==> src/core/stpc_regs.svh <==
// Register offsets, fields, resets and timing counts for the control bank
// Contract
// - Test selector bits 6:4 of 0x039 routes an internal signal to test out.
// - Tune target bits 3:0 select one of sixteen evenly rising voltages.
// - Eight-bit calibration converter offset held at 0x03A, reset zero.
// - Pump test field bits 3:2: 00 tristates pump, 11 pumps normally.
// - Sixteen-bit oscillator readback, low at 0x06E, high at 0x06F.
// - Bit 2 of 0x073 gates converter clock; converter enable overrides it.
// - Bit 1 of 0x073 powers feedback divider down when set.
// - Lock count nominal 1024..8192 cycles, divided by 32 when short.
// - Bit 0 of 0x07C reports lock indication; bits 7:1 read zero.
// - In 0x100, bit 7 powers RF bias down, bit 1 enables mixer.
// - IF amplifier field bits 5:3: 000 powers up, 111 powers down.
// - Bit 0 of 0x100 enables IF input switch, resets to one.
// - Readback source follows selector: 001 core and band, 101 temperature.
`ifndef STPC_REGS_SVH
`define STPC_REGS_SVH
`define STPC_OFS_TEST_TUNE 9'h039
`define STPC_OFS_CAL_OFFSET 9'h03A
`define STPC_OFS_PUMP_TEST 9'h03E
`define STPC_OFS_OSC_LOW 9'h06E
`define STPC_OFS_OSC_HIGH 9'h06F
`define STPC_OFS_DIV_LOCK 9'h073
`define STPC_OFS_LOCK_STAT 9'h07C
`define STPC_OFS_RF_PATH 9'h100
`define STPC_RST_TEST_TUNE 8'h00
`define STPC_RST_CAL_OFFSET 8'h00
`define STPC_RST_PUMP_TEST 8'h00
`define STPC_RST_DIV_LOCK 8'h00
`define STPC_RST_RF_PATH 8'h03
`define STPC_TEST_TUNE_WMASK 8'h7F
`define STPC_BIT_CLK_DISABLE 2
`define STPC_BIT_DIV_PD 1
`define STPC_BIT_LOCK_SHORT 0
`define STPC_BIT_BIAS_PD 7
`define STPC_BIT_MIXER 1
`define STPC_BIT_IF_SW 0
`define STPC_LOCK_BASE_CYCLES 1024
`define STPC_LOCK_SHORT_DIV 32
`define STPC_SEL_CORE_BAND 3'h1
`define STPC_SEL_TEMP 3'h5
`endif

==> src/core/stpc_pkg.sv <==
// Types shared by the control bank modules
`default_nettype none
package stpc_pkg;
  typedef enum logic [2:0] {
    STPC_MUX_BUSY = 3'h0,
    STPC_MUX_N_BAND = 3'h1,
    STPC_MUX_R_BAND = 3'h2,
    STPC_MUX_RESERVED = 3'h3,
    STPC_MUX_TIMEOUT_CLK = 3'h4,
    STPC_MUX_BIAS_MIN = 3'h5,
    STPC_MUX_CONV_BUSY = 3'h6,
    STPC_MUX_LOW = 3'h7
  } stpc_mux_e;
  typedef enum logic [1:0] {
    STPC_LK_IDLE = 2'h0,
    STPC_LK_COUNT = 2'h1,
    STPC_LK_LOCKED = 2'h2
  } stpc_lock_e;
  typedef logic [7:0] stpc_byte_t;
endpackage : stpc_pkg
`default_nettype wire

==> src/core/stpc_ctrl_bank.sv <==
// Synthesizer test and RF path control register bank
`timescale 1ns/1ps
`default_nettype none
`include "stpc_regs.svh"
module stpc_ctrl_bank
  import stpc_pkg::*;
#(
  parameter int ADDR_W = 9,
  parameter int LOCK_BASE = `STPC_LOCK_BASE_CYCLES
) (
  // Clock and reset
  input wire logic i_ref_clk,
  input wire logic i_rst,
  // Register access from the serial port
  input wire logic i_wr_en,
  input wire logic i_rd_en,
  input wire logic [ADDR_W-1:0] i_addr,
  input wire logic [7:0] i_wr_data,
  output logic [7:0] o_rd_data,
  output logic o_rd_valid,
  // Calibration engine
  input wire logic [2:0] i_cal_readback_source,
  input wire logic [15:0] i_core_band_value,
  input wire logic [15:0] i_temp_value,
  input wire logic i_cal_update,
  input wire logic i_conv_enable,
  input wire logic [5:0] i_test_sources,
  // Lock detect
  input wire logic i_cmp_valid,
  input wire logic i_cmp_good,
  input wire logic [1:0] i_lock_count_base,
  // Analog controls
  output logic o_test_out,
  output logic [2:0] o_cal_test_signal_select,
  output logic [3:0] o_tune_target_select,
  output logic [7:0] o_cal_offset,
  output logic [1:0] o_pump_test_mode,
  output logic o_conv_clk_on,
  output logic o_feedback_divider_powerdown,
  output logic o_lock_count_short,
  output logic o_rf_bias_powerdown,
  output logic [2:0] o_if_amplifier_powerdown,
  output logic o_mixer_path_select,
  output logic o_if_input_switch_on
);
  if (ADDR_W < 9) begin : g_addr_check
    $error("ADDR_W must reach 0x100");
  end
  function automatic logic hit(input logic [ADDR_W-1:0] a,
                               input logic [8:0] ofs);
    return a == ADDR_W'(ofs);
  endfunction : hit

  stpc_byte_t test_tune, next_test_tune;
  stpc_byte_t cal_offset, next_cal_offset;
  stpc_byte_t pump_test, next_pump_test;
  stpc_byte_t div_lock, next_div_lock;
  stpc_byte_t rf_path, next_rf_path;
  logic [15:0] osc_data_value, next_osc_data_value;
  logic [7:0] next_rd_data;
  logic lock_indication;

  // Register writes; read-only locations have no write path
  always_comb begin
    next_test_tune = test_tune;
    next_cal_offset = cal_offset;
    next_pump_test = pump_test;
    next_div_lock = div_lock;
    next_rf_path = rf_path;
    if (i_wr_en) begin
      if (hit(i_addr, `STPC_OFS_TEST_TUNE)) begin
        next_test_tune = i_wr_data & `STPC_TEST_TUNE_WMASK;
      end
      if (hit(i_addr, `STPC_OFS_CAL_OFFSET)) begin
        next_cal_offset = i_wr_data;
      end
      if (hit(i_addr, `STPC_OFS_PUMP_TEST)) begin
        next_pump_test = i_wr_data;
      end
      if (hit(i_addr, `STPC_OFS_DIV_LOCK)) begin
        next_div_lock = i_wr_data;
      end
      if (hit(i_addr, `STPC_OFS_RF_PATH)) begin
        next_rf_path = i_wr_data;
      end
    end
  end

  // Readback capture follows the calibration source selector
  always_comb begin
    next_osc_data_value = osc_data_value;
    if (i_cal_update) begin
      case (i_cal_readback_source)
        `STPC_SEL_CORE_BAND: next_osc_data_value = i_core_band_value;
        `STPC_SEL_TEMP: next_osc_data_value = i_temp_value;
        default: next_osc_data_value = 16'h0000;
      endcase
    end
  end

  // Read data; unmapped reads return zero
  always_comb begin
    next_rd_data = 8'h00;
    if (i_rd_en) begin
      if (hit(i_addr, `STPC_OFS_TEST_TUNE)) next_rd_data = test_tune;
      if (hit(i_addr, `STPC_OFS_CAL_OFFSET)) next_rd_data = cal_offset;
      if (hit(i_addr, `STPC_OFS_PUMP_TEST)) next_rd_data = pump_test;
      if (hit(i_addr, `STPC_OFS_OSC_LOW)) begin
        next_rd_data = osc_data_value[7:0];
      end
      if (hit(i_addr, `STPC_OFS_OSC_HIGH)) begin
        next_rd_data = osc_data_value[15:8];
      end
      if (hit(i_addr, `STPC_OFS_DIV_LOCK)) next_rd_data = div_lock;
      if (hit(i_addr, `STPC_OFS_LOCK_STAT)) begin
        next_rd_data = {7'h00, lock_indication};
      end
      if (hit(i_addr, `STPC_OFS_RF_PATH)) next_rd_data = rf_path;
    end
  end

  always_ff @(posedge i_ref_clk or posedge i_rst) begin
    if (i_rst) begin
      test_tune <= `STPC_RST_TEST_TUNE;
      cal_offset <= `STPC_RST_CAL_OFFSET;
      pump_test <= `STPC_RST_PUMP_TEST;
      div_lock <= `STPC_RST_DIV_LOCK;
      rf_path <= `STPC_RST_RF_PATH;
      osc_data_value <= 16'h0000;
      o_rd_data <= 8'h00;
      o_rd_valid <= 1'b0;
    end else begin
      test_tune <= next_test_tune;
      cal_offset <= next_cal_offset;
      pump_test <= next_pump_test;
      div_lock <= next_div_lock;
      rf_path <= next_rf_path;
      osc_data_value <= next_osc_data_value;
      o_rd_data <= next_rd_data;
      o_rd_valid <= i_rd_en;
    end
  end

  // Analog control outputs, registered from the next values
  always_ff @(posedge i_ref_clk or posedge i_rst) begin
    if (i_rst) begin
      o_cal_test_signal_select <= 3'h0;
      o_tune_target_select <= 4'h0;
      o_cal_offset <= 8'h00;
      o_pump_test_mode <= 2'h0;
      o_conv_clk_on <= 1'b1;
      o_feedback_divider_powerdown <= 1'b0;
      o_lock_count_short <= 1'b0;
      o_rf_bias_powerdown <= 1'b0;
      o_if_amplifier_powerdown <= 3'h0;
      o_mixer_path_select <= 1'b1;
      o_if_input_switch_on <= 1'b1;
    end else begin
      o_cal_test_signal_select <= next_test_tune[6:4];
      o_tune_target_select <= next_test_tune[3:0];
      o_cal_offset <= next_cal_offset;
      o_pump_test_mode <= next_pump_test[3:2];
      o_conv_clk_on <= i_conv_enable
                       || !next_div_lock[`STPC_BIT_CLK_DISABLE];
      o_feedback_divider_powerdown <= next_div_lock[`STPC_BIT_DIV_PD];
      o_lock_count_short <= next_div_lock[`STPC_BIT_LOCK_SHORT];
      o_rf_bias_powerdown <= next_rf_path[`STPC_BIT_BIAS_PD];
      o_if_amplifier_powerdown <= next_rf_path[5:3];
      o_mixer_path_select <= next_rf_path[`STPC_BIT_MIXER];
      o_if_input_switch_on <= next_rf_path[`STPC_BIT_IF_SW];
    end
  end

  stpc_test_mux u_test_mux (
    .i_ref_clk(i_ref_clk),
    .i_rst(i_rst),
    .i_select(test_tune[6:4]),
    .i_sources(i_test_sources),
    .o_test_out(o_test_out)
  );

  stpc_lock_counter #(
    .BASE_CYCLES(LOCK_BASE)
  ) u_lock (
    .i_ref_clk(i_ref_clk),
    .i_rst(i_rst),
    .i_cmp_valid(i_cmp_valid),
    .i_cmp_good(i_cmp_good),
    .i_lock_count_base(i_lock_count_base),
    .i_lock_count_short(div_lock[`STPC_BIT_LOCK_SHORT]),
    .o_lock_indication(lock_indication)
  );

  // Bus and output checks
  a_offset_write: assert property (
    @(posedge i_ref_clk) disable iff (i_rst)
    (i_wr_en && hit(i_addr, `STPC_OFS_CAL_OFFSET)) |=>
      o_cal_offset == $past(i_wr_data))
    else $error("offset write not applied");
  a_select_write: assert property (
    @(posedge i_ref_clk) disable iff (i_rst)
    (i_wr_en && hit(i_addr, `STPC_OFS_TEST_TUNE)) |=>
      {1'b0, o_cal_test_signal_select, 4'h0} == ($past(i_wr_data) & 8'h70))
    else $error("test selector write not applied");
  a_tune_write: assert property (
    @(posedge i_ref_clk) disable iff (i_rst)
    (i_wr_en && hit(i_addr, `STPC_OFS_TEST_TUNE)) |=>
      {4'h0, o_tune_target_select} == ($past(i_wr_data) & 8'h0F))
    else $error("tune target write not applied");
  a_reserved_zero: assert property (
    @(posedge i_ref_clk) disable iff (i_rst)
    (i_rd_en && hit(i_addr, `STPC_OFS_TEST_TUNE)) |=> !o_rd_data[7])
    else $error("reserved selector bit read as one");
  a_pump_write: assert property (
    @(posedge i_ref_clk) disable iff (i_rst)
    (i_wr_en && hit(i_addr, `STPC_OFS_PUMP_TEST)) |=>
      {4'h0, o_pump_test_mode, 2'h0} == ($past(i_wr_data) & 8'h0C))
    else $error("pump mode mismatch");
  a_clk_override: assert property (
    @(posedge i_ref_clk) disable iff (i_rst)
    i_conv_enable |=> o_conv_clk_on)
    else $error("converter enable did not force clock on");
  a_clk_gate_off: assert property (
    @(posedge i_ref_clk) disable iff (i_rst)
    (!i_conv_enable && div_lock[`STPC_BIT_CLK_DISABLE] && !i_wr_en) |=>
      !o_conv_clk_on)
    else $error("clock not gated");
  a_divider_write: assert property (
    @(posedge i_ref_clk) disable iff (i_rst)
    (i_wr_en && hit(i_addr, `STPC_OFS_DIV_LOCK)) |=>
      {6'h00, o_feedback_divider_powerdown, 1'b0} ==
      ($past(i_wr_data) & 8'h02))
    else $error("divider power-down write not applied");
  a_short_write: assert property (
    @(posedge i_ref_clk) disable iff (i_rst)
    (i_wr_en && hit(i_addr, `STPC_OFS_DIV_LOCK)) |=>
      {7'h00, o_lock_count_short} == ($past(i_wr_data) & 8'h01))
    else $error("lock count select write not applied");
  a_status_read: assert property (
    @(posedge i_ref_clk) disable iff (i_rst)
    (i_rd_en && hit(i_addr, `STPC_OFS_LOCK_STAT)) |=>
      o_rd_valid && o_rd_data == {7'h00, $past(lock_indication)})
    else $error("status read mismatch");
  a_osc_low_read: assert property (
    @(posedge i_ref_clk) disable iff (i_rst)
    (i_rd_en && hit(i_addr, `STPC_OFS_OSC_LOW)) |=>
      {8'h00, o_rd_data} == ($past(osc_data_value) & 16'h00FF))
    else $error("readback low byte mismatch");
  a_osc_high_read: assert property (
    @(posedge i_ref_clk) disable iff (i_rst)
    (i_rd_en && hit(i_addr, `STPC_OFS_OSC_HIGH)) |=>
      {o_rd_data, 8'h00} == ($past(osc_data_value) & 16'hFF00))
    else $error("readback high byte mismatch");
  a_ro_stable: assert property (
    @(posedge i_ref_clk) disable iff (i_rst)
    !i_cal_update |=> $stable(osc_data_value))
    else $error("readback changed without update");
  a_ro_write: assert property (
    @(posedge i_ref_clk) disable iff (i_rst)
    (i_wr_en && (hit(i_addr, `STPC_OFS_OSC_LOW) ||
     hit(i_addr, `STPC_OFS_OSC_HIGH) || hit(i_addr, `STPC_OFS_LOCK_STAT)))
      |=> $stable({test_tune, cal_offset, pump_test, div_lock, rf_path}))
    else $error("write to read-only location changed a register");
  a_core_src: assert property (
    @(posedge i_ref_clk) disable iff (i_rst)
    (i_cal_update && i_cal_readback_source == `STPC_SEL_CORE_BAND) |=>
      osc_data_value == $past(i_core_band_value))
    else $error("core and band readback not captured");
  a_temp_src: assert property (
    @(posedge i_ref_clk) disable iff (i_rst)
    (i_cal_update && i_cal_readback_source == `STPC_SEL_TEMP) |=>
      osc_data_value == $past(i_temp_value))
    else $error("temperature readback not captured");
  a_rf_path_out: assert property (
    @(posedge i_ref_clk) disable iff (i_rst)
    (i_wr_en && hit(i_addr, `STPC_OFS_RF_PATH)) |=>
      {o_rf_bias_powerdown, 5'h00, o_mixer_path_select, 1'b0} ==
      ($past(i_wr_data) & 8'h82))
    else $error("RF bias or mixer output mismatch");
  a_if_amp_out: assert property (
    @(posedge i_ref_clk) disable iff (i_rst)
    (i_wr_en && hit(i_addr, `STPC_OFS_RF_PATH)) |=>
      {2'h0, o_if_amplifier_powerdown, 3'h0} == ($past(i_wr_data) & 8'h38))
    else $error("IF amplifier output mismatch");
  a_if_switch_out: assert property (
    @(posedge i_ref_clk) disable iff (i_rst)
    (i_wr_en && hit(i_addr, `STPC_OFS_RF_PATH)) |=>
      {7'h00, o_if_input_switch_on} == ($past(i_wr_data) & 8'h01))
    else $error("IF switch output mismatch");
  a_read_valid: assert property (
    @(posedge i_ref_clk) disable iff (i_rst)
    o_rd_valid == $past(i_rd_en))
    else $error("read valid not one cycle after strobe");
  // Coverage of the main scenarios
  c_core_capture: cover property (@(posedge i_ref_clk) disable iff (i_rst)
    i_cal_update && i_cal_readback_source == `STPC_SEL_CORE_BAND);
  c_path_write: cover property (@(posedge i_ref_clk) disable iff (i_rst)
    i_wr_en && hit(i_addr, `STPC_OFS_RF_PATH));
  c_osc_read: cover property (@(posedge i_ref_clk) disable iff (i_rst)
    i_rd_en && hit(i_addr, `STPC_OFS_OSC_HIGH) && osc_data_value != 16'h0);
  c_clk_gated: cover property (@(posedge i_ref_clk) disable iff (i_rst)
    !o_conv_clk_on);
endmodule : stpc_ctrl_bank
`default_nettype wire

==> src/core/stpc_lock_counter.sv <==
// Lock detect counter: declares lock after a run of good comparisons
`timescale 1ns/1ps
`default_nettype none
`include "stpc_regs.svh"
module stpc_lock_counter
  import stpc_pkg::*;
#(
  parameter int BASE_CYCLES = `STPC_LOCK_BASE_CYCLES
) (
  // Clock and reset
  input wire logic i_ref_clk,
  input wire logic i_rst,
  // Control
  input wire logic i_cmp_valid,
  input wire logic i_cmp_good,
  input wire logic [1:0] i_lock_count_base,
  input wire logic i_lock_count_short,
  // Status
  output logic o_lock_indication
);
  if (BASE_CYCLES < `STPC_LOCK_SHORT_DIV
      || BASE_CYCLES > 2047) begin : g_base_check
    $error("BASE_CYCLES out of range for the lock counter");
  end
  function automatic logic [13:0] lock_target(input logic [1:0] base,
                                               input logic short_sel);
    logic [13:0] full;
    full = 14'(BASE_CYCLES) << base;
    return short_sel ? 14'(full / `STPC_LOCK_SHORT_DIV) : full;
  endfunction : lock_target
  stpc_lock_e state, next_state;
  logic [13:0] count, next_count;
  logic [13:0] target;
  always_comb begin
    target = lock_target(i_lock_count_base, i_lock_count_short);
    next_state = state;
    next_count = count;
    case (state)
      STPC_LK_IDLE: begin
        next_count = 14'h0000;
        if (i_cmp_valid && i_cmp_good) begin
          next_state = STPC_LK_COUNT;
          next_count = 14'h0001;
        end
      end
      STPC_LK_COUNT: begin
        if (i_cmp_valid && !i_cmp_good) begin
          next_state = STPC_LK_IDLE;
        end else if (count >= target) begin
          next_state = STPC_LK_LOCKED;
        end else if (i_cmp_valid) begin
          next_count = count + 14'h0001;
        end
      end
      STPC_LK_LOCKED: begin
        if (i_cmp_valid && !i_cmp_good) begin
          next_state = STPC_LK_IDLE;
        end
      end
      default: next_state = STPC_LK_IDLE;
    endcase
  end
  always_ff @(posedge i_ref_clk or posedge i_rst) begin
    if (i_rst) begin
      state <= STPC_LK_IDLE;
      count <= 14'h0000;
      o_lock_indication <= 1'b0;
    end else begin
      state <= next_state;
      count <= next_count;
      o_lock_indication <= (next_state == STPC_LK_LOCKED);
    end
  end
  a_lock_needs_run: assert property (
    @(posedge i_ref_clk) disable iff (i_rst)
    $rose(o_lock_indication) |-> $past(count) >= $past(target))
    else $error("lock declared before count reached");
  a_bad_drops_lock: assert property (
    @(posedge i_ref_clk) disable iff (i_rst)
    (i_cmp_valid && !i_cmp_good) |=> !o_lock_indication)
    else $error("lock held after bad comparison");
  c_lock_seen: cover property (@(posedge i_ref_clk) disable iff (i_rst)
    $rose(o_lock_indication));
endmodule : stpc_lock_counter
`default_nettype wire

==> src/core/stpc_test_mux.sv <==
// Calibration test output selector
`timescale 1ns/1ps
`default_nettype none
module stpc_test_mux
  import stpc_pkg::*;
(
  // Clock and reset
  input wire logic i_ref_clk,
  input wire logic i_rst,
  // Select and sources
  input wire logic [2:0] i_select,
  input wire logic [5:0] i_sources,
  // Output
  output logic o_test_out
);
  logic next_out;
  always_comb begin
    case (stpc_mux_e'(i_select))
      STPC_MUX_BUSY: next_out = i_sources[0];
      STPC_MUX_N_BAND: next_out = i_sources[1];
      STPC_MUX_R_BAND: next_out = i_sources[2];
      STPC_MUX_TIMEOUT_CLK: next_out = i_sources[3];
      STPC_MUX_BIAS_MIN: next_out = i_sources[4];
      STPC_MUX_CONV_BUSY: next_out = i_sources[5];
      default: next_out = 1'b0;
    endcase
  end
  always_ff @(posedge i_ref_clk or posedge i_rst) begin
    if (i_rst) begin
      o_test_out <= 1'b0;
    end else begin
      o_test_out <= next_out;
    end
  end
  a_low_code_low: assert property (
    @(posedge i_ref_clk) disable iff (i_rst)
    (i_select == 3'h7) |=> !o_test_out)
    else $error("test out not low for constant low code");
endmodule : stpc_test_mux
`default_nettype wire

==> config.mk <==
export PLATFORM = sky130hd
export DESIGN_NAME = stpc_ctrl_bank
export DESIGN_NICKNAME = d
export VERILOG_FILES = /design/src/core/stpc_pkg.sv /design/src/core/stpc_ctrl_bank.sv /design/src/core/stpc_lock_counter.sv /design/src/core/stpc_test_mux.sv
export VERILOG_INCLUDE_DIRS = /design/src /design/src/core
export SDC_FILE = /design/constraint.sdc
export NUM_CORES = 1
export LEC_CHECK = 0
export BUFFER_PORTS_ARGS = -buffer_cell sky130_fd_sc_hd__buf_4
export CORE_UTILIZATION = 40
export CTS_BUF_LIST = sky130_fd_sc_hd__clkbuf_8
export CTS_CLUSTER_SIZE = 20
export DETAILED_ROUTE_END_ITERATION = 8
export HOLD_SLACK_MARGIN = 0.02
export SKIP_CTS_REPAIR_TIMING = 1
export SKIP_LAST_GASP = 1
export SLEW_MARGIN = 20
export SYNTH_ARGS = -nofsm -noshare
export SYNTH_HDL_FRONTEND = slang
export SYNTH_SLANG_ARGS = --single-unit
==> constraint.sdc <==
create_clock -name i_ref_clk -period 3.3 [get_ports i_ref_clk]
set_clock_uncertainty 0.1 [all_clocks]
set_input_delay 0.165 -clock i_ref_clk [delete_from_list [all_inputs] [get_ports i_ref_clk]]
set_output_delay 0.165 -clock i_ref_clk [all_outputs]
set_load 0.03 [all_outputs]
**After elaboration in Yosys (flattened, before gate mapping)**

Cells that the tools add are included.

- Bits in registers: 98
- Bits in latches: 0
- Bits in writable memories: 0
- Bits in read-only memories: 0
- Input port bits: 68
- Output and inout port bits: 36
- Memories kept: 0

- Add/sub/neg operators: 1
- $mul: 0
- Divide/modulo/power cells: 0
- Magnitude comparators: 1
- Equal/unequal tests: 21
- Shifts and indexed selects: 1
- Multiplexer cells: 28
- Bitwise logic cells: 0
- Reduce and logical (&&, ||, !) cells: 13

Operators with widths:

| operator | number |
|---|---|
| two-way mux 8 bit | 10 |
| two-way mux 14 bit | 4 |
| equality test 9 x 7 -> 1 bit (second input constant) | 4 |
| case mux 16 bit (2 select lines) | 1 |
| case mux 14 bit (2 select lines) | 1 |
| equality test 9 x 6 -> 1 bit (second input constant) | 3 |
| two-way mux 7 bit | 3 |
| adder 14 x 1 -> 14 bit (second input constant) | 1 |
| >= comparator 14 bit | 1 |
| left shift 11 x 2 -> 14 bit (first input constant) | 1 |
| equality test 3 bit (second input constant) | 4 |
| equality test 9 bit (second input constant) | 1 |
| two-way mux 2 bit | 4 |
| AND reduction 2 bit | 4 |
| equality test 3 x 1 -> 1 bit (second input constant) | 2 |
| two-way mux 3 bit | 2 |
| inequality test 2 bit (second input constant) | 3 |
| case mux 1 bit (6 select lines) | 1 |
| case mux 2 bit (3 select lines) | 1 |
| equality test 2 bit (second input constant) | 2 |
| AND reduction 4 bit | 1 |
| equality test 3 x 2 -> 1 bit (second input constant) | 1 |
| zero test 3 bit | 1 |
| equality test 2 x 1 -> 1 bit (second input constant) | 1 |
| other kinds (6) | 8 |

**Logic depth before layout (Yosys ltp)**

Gate-level depths: netlist of the first run.

- Word-level depth: 10
- Depth in mapped cells: 11
- Mapped depth without buffers: 8

**Hierarchy**

From an unflattened synthesis of the first run, not the netlist that was laid out.

- Cells, all modules: 431
- Area, all modules: 4550.6 µm²

By module, submodules not included:

| module | times used | cells an instance | area an instance (µm²) | seq. area each (µm²) |
|---|---|---|---|---|
| stpc_ctrl_bank | 1 | 293 | 3238.1 | 1630.3 |
| stpc_lock_counter | 1 | 131 | 1229.9 | 425.4 |
| stpc_test_mux | 1 | 7 | 82.6 | 25.0 |

**Least setup slack after synthesis of the first run**

OpenSTA, ideal clock, no wires.

- Path kind: flip-flop to flip-flop
- Start point: register div_lock[0]
- End point: register u_lock.count[13]
- Library setup time: 78 ps
- Data arrival time: 2731 ps
- Required time: 3122 ps
- Slack: 391 ps
- Cell stages (with the launch flop): 10
- Buffers on the path: 2
- Path through: dfrtp_1 -> clkbuf_1 -> or3b_2 -> ha_1 -> nor3_1 -> o21ai_1 -> a21o_1 -> buf_6 -> or4_1 -> a21oi_1

- Longest elaborated chain between the ends: 4

Ends and longest elaborated chain:

| what | line | RTL |
|---|---|---|
| start, declared | stpc_ctrl_bank.sv:57 | `stpc_byte_t div_lock, next_div_lock;` |
| start signal, assigned | stpc_ctrl_bank.sv:127 | `` div_lock <= `STPC_RST_DIV_LOCK; `` |
| start signal, assigned | stpc_ctrl_bank.sv:136 | `div_lock <= next_div_lock;` |
| two-way mux 14 bit | stpc_lock_counter.sv:29 | `` return short_sel ? 14'(full / `STPC_LOCK_SHORT_DIV) : full; `` |
| >= comparator 14 bit | stpc_lock_counter.sv:49 | `end else if (count >= target) begin` |
| inequality test 2 bit (no source line) | - |  |
| AND reduction 4 bit (no source line) | - |  |
| end signal, assigned | stpc_lock_counter.sv:70 | `count <= next_count;` |
| end, declared | stpc_lock_counter.sv:32 | `logic [13:0] count, next_count;` |

No other way between the ends.
A chain may end at the register's enable or synchronous reset.

**Worst setup path after layout of the first run**

- Start point: register div_lock[0]
- End point: register u_lock.count[6]

The elaborated chain is that of the path after synthesis.

==> out/summary.md, run 1 <==
The flow ran to the end, and the final reports show no timing, DRC or antenna violations. In the layout the commonest cells are buf_4 (103), dfrtp_1 (80), mux2_2 (46). The number of antenna violations at the first check in global routing came out at 0. For the pin with the worst max-slew slack, the measured transition is 914 ps. For this block, the initial DRC count from the detailed router was 131. In the routed design, unresolved DRC markers number 0.

For the final number of max-transition violations, the log shows 0. The net count after synthesis is 490. Worst hold path class: input pin to register. The total global-route track usage was 20.9%. The library cell used most frequently in the layout, excluding fill and tap cells, is buf_4. The run gives 4 as the iteration count of the initial detailed-routing pass.

Top cell type by total area after synthesis: dfrtp_1. For the maximum root-to-sink buffer count, the log shows 2. The run gives 628 as the cell count after placement. For this run, asynchronously set or reset flops after synthesis account for 100%. After synthesis, the mean cell area works out to 10.6 um2.

The share of cells above drive strength 1 is 34.7%, and the CTS sink count is 83. After filler insertion, the fill cell instance count of the layout stands at 959. In this run the power density over the cells is 399 nW/um2. The number of vias per cell after detailed routing is 5.53, and the data arrival time of the worst path is 3150 ps. Setup total negative slack on the finished layout was measured at 0 ps.

The critical path's top delay family was simple AND/OR/NAND/NOR gates. After floorplanning, the core was sized to cover 10,500 um2. For the total number of nets in the final design, the log shows 594. Area share of the largest cell type after synthesis: 45.8%. The standard-cell row count was 37.

The total count of hold-check failures in the final report came out at 0. Traced cell by cell, the critical path runs through or3b_2 -> ha_1 -> a211oi_2 -> o21ai_1 -> a21o_1 -> or4_1 -> a21oi_1. The logs give 3,634 for the total via count after detailed routing and 0.812 for the routability-driven placement congestion ratio. In the final layout, the multi-input gates occupy 2140 um2.

The repair_antennas step left the layout with diodes totalling 0. Classification of the worst setup path: register to register. The worst path in the final design needs a cycle of 2980 ps, including I/O delays and setup.

The via count of the first global-routing pass is 3,555, and the count of state elements after synthesis is 83. The number of buffers and inverters on the critical path was 0; the count of input and output buffers was 103. TritonCTS built the clock tree. The worst setup path is captured at a register.

The worst-case IR drop observed on VDD is 0.180 mV. Critical path's largest stage delay: 590 ps. The growth of design area from synthesis to finish came out at 27.1%.

The tools report the nature of the critical path startpoint as a register. The area taken by flip-flops and latches came out at 2080 um2. Setup repair after global routing left no endpoint under its margin.

The cell type of the slowest stage on the worst timing path was or4_1. The run gives 11,400 um2 as the die area. The y dimension of the die was 107 um. Detailed placement finished with a half-perimeter wire length of 8220 um.

The sum of routed wire length over all layers is 11,300 um, and the netlist area before placement is 4370 um2. In this run the worst path has a maximum fanout of 26. The routed wirelength normalized by instance count is 17.2 um.

In this run the count of I/O pins placed on the die edge is 104. Setup violations remaining at the end of the flow were counted as 0. For this configuration, the core starts out at a cell density of 41.8%. Summed over all cells, the static leakage comes to 0.00252 uW. Among all flip-flop cells after synthesis, the most frequent one is dfrtp_1.

After clock tree synthesis, the clock-pin slew on the worst setup and hold paths is 80 ps. The run gives 38.8% as the relative slew slack. Counting flops with a built-in enable in the synthesized netlist gives 0. Timing would allow up to 0.336 GHz. Once layout is complete, the cells apart from fillers number 657. The tool flagged a number of max-cap violations equal to 0. The first global-routing pass estimated 18,200 um of wire. After global routing the overflow that remains totals 0. The count of synthesis-stage warnings from yosys was 0; the insertion delay of the later-clocked pin in the worst-skew pair was 360 ps. Entering global routing, the biggest net connects 43 pins.

Counting every instance in the synthesized netlist gives 412. Summing internal, switching and leakage power gives 2220 uW. CTS built an H-tree with a depth of 3. The root buffer cell was clkbuf_8. Of the available clock period, the critical path in the final layout requires 90.2%.

The number of buffers inserted during clock tree synthesis came out at 9. Ranked by total cell area, the synthesized netlist is headed by dfrtp_1 (46%), mux2_2 (12%), a21oi_1 (3.5%). STA puts the critical path data required time at 3480 ps. Number of unique standard cell types used by synthesis: 58.

For the sequential fraction of the synthesis area, the log shows 47.6%. The die is 107 um wide. The detail route stage leaves a number of antenna-violating nets equal to 0.
## power by group
group,switching (uW),total (uW),internal (uW)
clock network,355,791,437
registers,36.0,1100,1060
logic,187,331,144
## layer usage
layer / part of all wire [%] / GRT usage (%) / wire length [um] / vias up
met3: 4.9 / 2.37 / 553 / 12
met2: 48 / 34.4 / 5440 / 97
met5: 0 / 0 / 0 / -
met1: 45 / 28.1 / 5130 / 1768
met4: 1.6 / 8.22 / 181 / 0
li1: - / - / - / 1757
## worst register-to-register path, cell delays in order (launching register included)
cell      delay (ps)
dfrtp_1          490
or3b_2           510
ha_1             330
a211oi_2         190
o21ai_1          120
a21o_1           410
or4_1            590
a21oi_1          160
## registers in the layout, summed over array words and instances, names as in the netlist
| signal | flops |
|---|---|
| rf_path | 6 |
| o_rd_valid | 1 |
| o_conv_clk_on | 1 |
| pump_test | 8 |
| u_lock.o_lock_indication | 1 |
| o_tune_target_select | 3 |
| u_lock.count | 14 |
| div_lock | 8 |
| o_cal_offset | 8 |
| o_cal_test_signal_select | 2 |
| o_if_amplifier_powerdown | 2 |
| test_tune | 2 |
| o_rd_data | 8 |
| u_test_mux.o_test_out | 1 |
| u_lock.state | 2 |
| osc_data_value | 16 |
## worst paths after layout
kind                                      to             from  cells past startpoint  slack [ps]
min reg2reg                     o_rd_data[6]       rf_path[6]                      2         370
min                        osc_data_value[7]  i_temp_value[7]                      3          10
max in group asynchronous      o_conv_clk_on            i_rst                      4        2000
min in group asynchronous    o_cal_offset[1]            i_rst                      3         370
max reg2reg                  u_lock.count[6]      div_lock[0]                      7         320
max                          u_lock.count[6]      div_lock[0]                      7         320
## cells in the mapped netlist, drive strengths merged (11+ instances only)
master and instances:
dfrtp 80, mux2 47, nor2 32, a21oi 31, nand2 30, a22oi 20, buf 13, nand3 13
nor3 12, clkbuf 11, o21ai 11
## through the flow
step	utilization (%)	setup slack, ps	hold WS, ps	cell area [um2]
2_1_floorplan	-	391	96.4	4370
3_3_place_gp	49.9	486	212	5220
3_5_place_dp	49.9	360	215	5220
4_1_cts	51.9	337	-176	5430
5_1_grt	53.1	157	23.8	5560
6_report	53.1	323	14.7	5560
## cell type report
| type | instances | area share [%] |
|---|---|---|
| multi-input combinational | 297 | 38.5 |
| tap | 136 | 3.06 |
| timing repair buffer | 117 | 16.6 |
| inverter | 8 | 0.563 |
| clock inverter | 6 | 1.35 |
| clock buffer | 10 | 2.48 |
| sequential | 83 | 37.4 |
## kinds of logic (layout without fill, tap and decap cells)
logic type               after synthesis  in the layout  share of synthesized area, %
AND/OR/NAND/NOR                      133            133                          16.9
multiplexers                          51             51                          13.3
flip-flops                            83             83                          47.6
adder cells (fa/ha/maj)               10             10                          2.86
buffers and inverters                 32            141                          3.60
AO/OA/AOI/OAI                        103            103                          15.7
Note: power is estimated with default switching activity, not from simulation.
==> run 2: changes to the inputs <==
Settings changed: BUFFER_PORTS_ARGS -buffer_cell sky130_fd_sc_hd__buf_4 to unset, CTS_BUF_LIST sky130_fd_sc_hd__clkbuf_8 to unset, DONT_BUFFER_PORTS set to 1.
==> run 2 against run 1 <==
Against the previous run: the run now ends with hold timing left; die area unchanged; largest power group unchanged; critical path type unchanged; core utilization is 3.6 points lower; count of clock-buffer cells in the layout did not move; design area down 6.7%; critical path depth unchanged; maximum frequency is 4.6% higher; routed wire length up 0.21%; global-route usage fell by 1.1 points; sequential share of layout area rose by 2.7 points; final cell count down 9.9%; via count fell by 4.3%; worst setup slack better by 130 ps.
==> out/summary.md, run 2 (synthesized netlist as in run 1, its figures left out) <==
The flow ran to the end, but the final reports show violations. The checks that failed: hold timing. The logs give 360 ps for the insertion delay of the later-clocked pin in the worst-skew pair and 19.8% for the total global-route track usage.

The slowest stage of the critical path belongs to the cell or4_1. The worst path uses 86.3% of the clock period. The register with the most flip-flops in the layout has 16 of them.

Capturing element type of the critical path: a register. Startpoint of the worst hold path: i_core_band_value[8]. Post-DP HPWL: 7940 um. Of the cells placed in the final design, the portion with a size suffix greater than 1 is 18.4%. Cells fill 49.6% of the core in the end. In this run the register-to-register setup slack is 450 ps.

The floorplan step set the die width to 107 um. The critical path's top delay family is simple AND/OR/NAND/NOR gates. TritonCTS built the clock tree. In this run the core area contains 37 standard-cell rows. The count of input and output buffers works out to 0. The largest registers in the layout are osc_data_value x16, u_lock.count x14. Once placement completed, the tool counted placed cells totaling 527. In this run the number of H-tree levels came out at 3. The classification of the worst setup path is register to register. The y dimension of the die is 107 um. The count of unresolved DRC violations after routing came out at 0. Clock-pin slew was measured on the worst setup and hold paths at 80 ps. For this run, global-route usage on met1 was measured as 26.3%. After detailed routing, the total wire length is 11,300 um.

Most used routing layer: met2. The worst endpoint required time is 3470 ps, and the initial core utilization is 41.8%. The routed layout has 3,476 vias.

Start point of the critical path: div_lock[0]. For this design the static power due to leakage is 0.00213 uW. In the layout the commonest cells are dfrtp_1 (80), dlygate4sd3_1 (49), mux2_2 (46).

The routed wirelength normalized by instance count was 19.1 um. The area growth from synthesis to layout is 18.6%. For the total count of hold-check failures in the final report, the log shows 1.

The first global-routing pass estimated 17,000 um of wire. Nature of the critical path startpoint: a register. The number of ports placed on the die boundary was 104. Maximum root-to-sink buffer count: 2. Routability-driven placement finished with a final weighted congestion of 0.847. The critical path's largest stage delay was 580 ps; the sum of negative setup slack was 0 ps.

The number of diodes was 0; the die area was 11,400 um2. The worst-case hold slack was -12.5 ps; the number of endpoints failing setup at the final stage was 0. Global routing consumed, on the met2 layer, 30.5% of the routing resources. The pin count of the biggest net entering global routing came out at 51.

The run gives 4 as the iteration count of the initial detailed-routing pass. The critical register-to-register path startpoint was div_lock[0]. Via count of the first global-routing pass: 3,153. The final number of max-transition violations came out at 0.

The tools report the root buffer cell as clkbuf_8. The path class of the tightest hold or removal check is input pin to register. The worst pin sits at a relative slew slack of 30.9%. The number of cells in the finished layout apart from fillers is 592, and the highest net fanout along the worst path is 26.

Setup repair after global routing left no endpoint under its margin. Once detail routing completed, the nets flagged for antenna violations numbered 0. The detailed router finished its first iteration with 268 violations.

The tools report the maximum vdd drop as 0.209 mV. Most common library cell in the layout ignoring fill and taps: dfrtp_1. Traced cell by cell, the critical path runs through or3b_2 -> ha_1 -> a211oi_2 -> o21ai_1 -> a21o_1 -> or4_1 -> a21oi_1.

Number of buffers inserted during clock tree synthesis: 9. For this run the aggregate overflow at the end of global routing stands at 0. The number of buffers and inverters on the critical path was 0.

The CTS sink count was 83; the ratio of total power to cell area was 439 nW/um2. Core box area: 10,500 um2. The number of antenna violations at the first check in global routing is 0. The most flop-heavy register was osc_data_value. Static timing analysis puts the maximum clock frequency at 0.351 GHz.

The slew at the pin closest to its max-slew limit is 1030 ps, and the total number of nets in the final design is 529. Across the run, the number of max-cap violations was 0. Shortest period the worst path allows: 2850 ps. Data on the critical path arrives at its endpoint at 3020 ps.

Global routing used 5.35% of the available met3 tracks. The number of vias per cell after detailed routing was 5.87.
[run 2: layout make-up]
| type | instances | area (um2) |
|---|---|---|
| Tap cell | 136 | 170 |
| Fill cell | 970 | 5280 |
| Timing Repair Buffer | 52 | 513 |
| Clock buffer | 10 | 138 |
| Inverter | 8 | 31.3 |
| Sequential cell | 83 | 2080 |
| Multi-Input combinational cell | 297 | 2140 |
| Clock inverter | 6 | 113 |
[run 2: where the power goes]
| part | total (uW) | internal (uW) | switching, uW |
|---|---|---|---|
| clock | 904 | 525 | 380 |
| sequential | 1120 | 1060 | 56.9 |
| combinational | 257 | 112 | 144 |
[run 2: metrics by stage]
stage | setup slack [ps] | area [um2] | hold slack [ps] | power [uW]
detailed placement | 470 | 4450 | 96.7 | 1330
global placement | 551 | 4450 | 96.7 | 1330
finish | 453 | 5190 | -12.5 | 2280
global route | 283 | 5190 | 21.5 | 2390
CTS | 442 | 4700 | -294 | 2240
floorplan | 391 | 4370 | 96.4 | 1300
[run 2: worst register-to-register path: stages (launching register included)]
cell	delay, ps
dfrtp_1	440
or3b_2	490
ha_1	320
a211oi_2	180
o21ai_1	110
a21o_1	390
or4_1	590
a21oi_1	160
[run 2: worst paths after layout]
path,to,cells after the start
setup / recovery,u_lock.count[4],7
hold / removal,osc_data_value[8],2
setup reg to reg,u_lock.count[4],7
hold reg to reg,o_rd_data[6],2
max in group asynchronous,o_conv_clk_on,3
min in group asynchronous,u_lock.count[12],2
[run 2: layer usage]
metal / up-vias / part of all wire [%]
met5: - / 0
met4: 0 / 1.0
met3: 8 / 5.9
met2: 124 / 48
met1: 1712 / 45
li1: 1632 / -
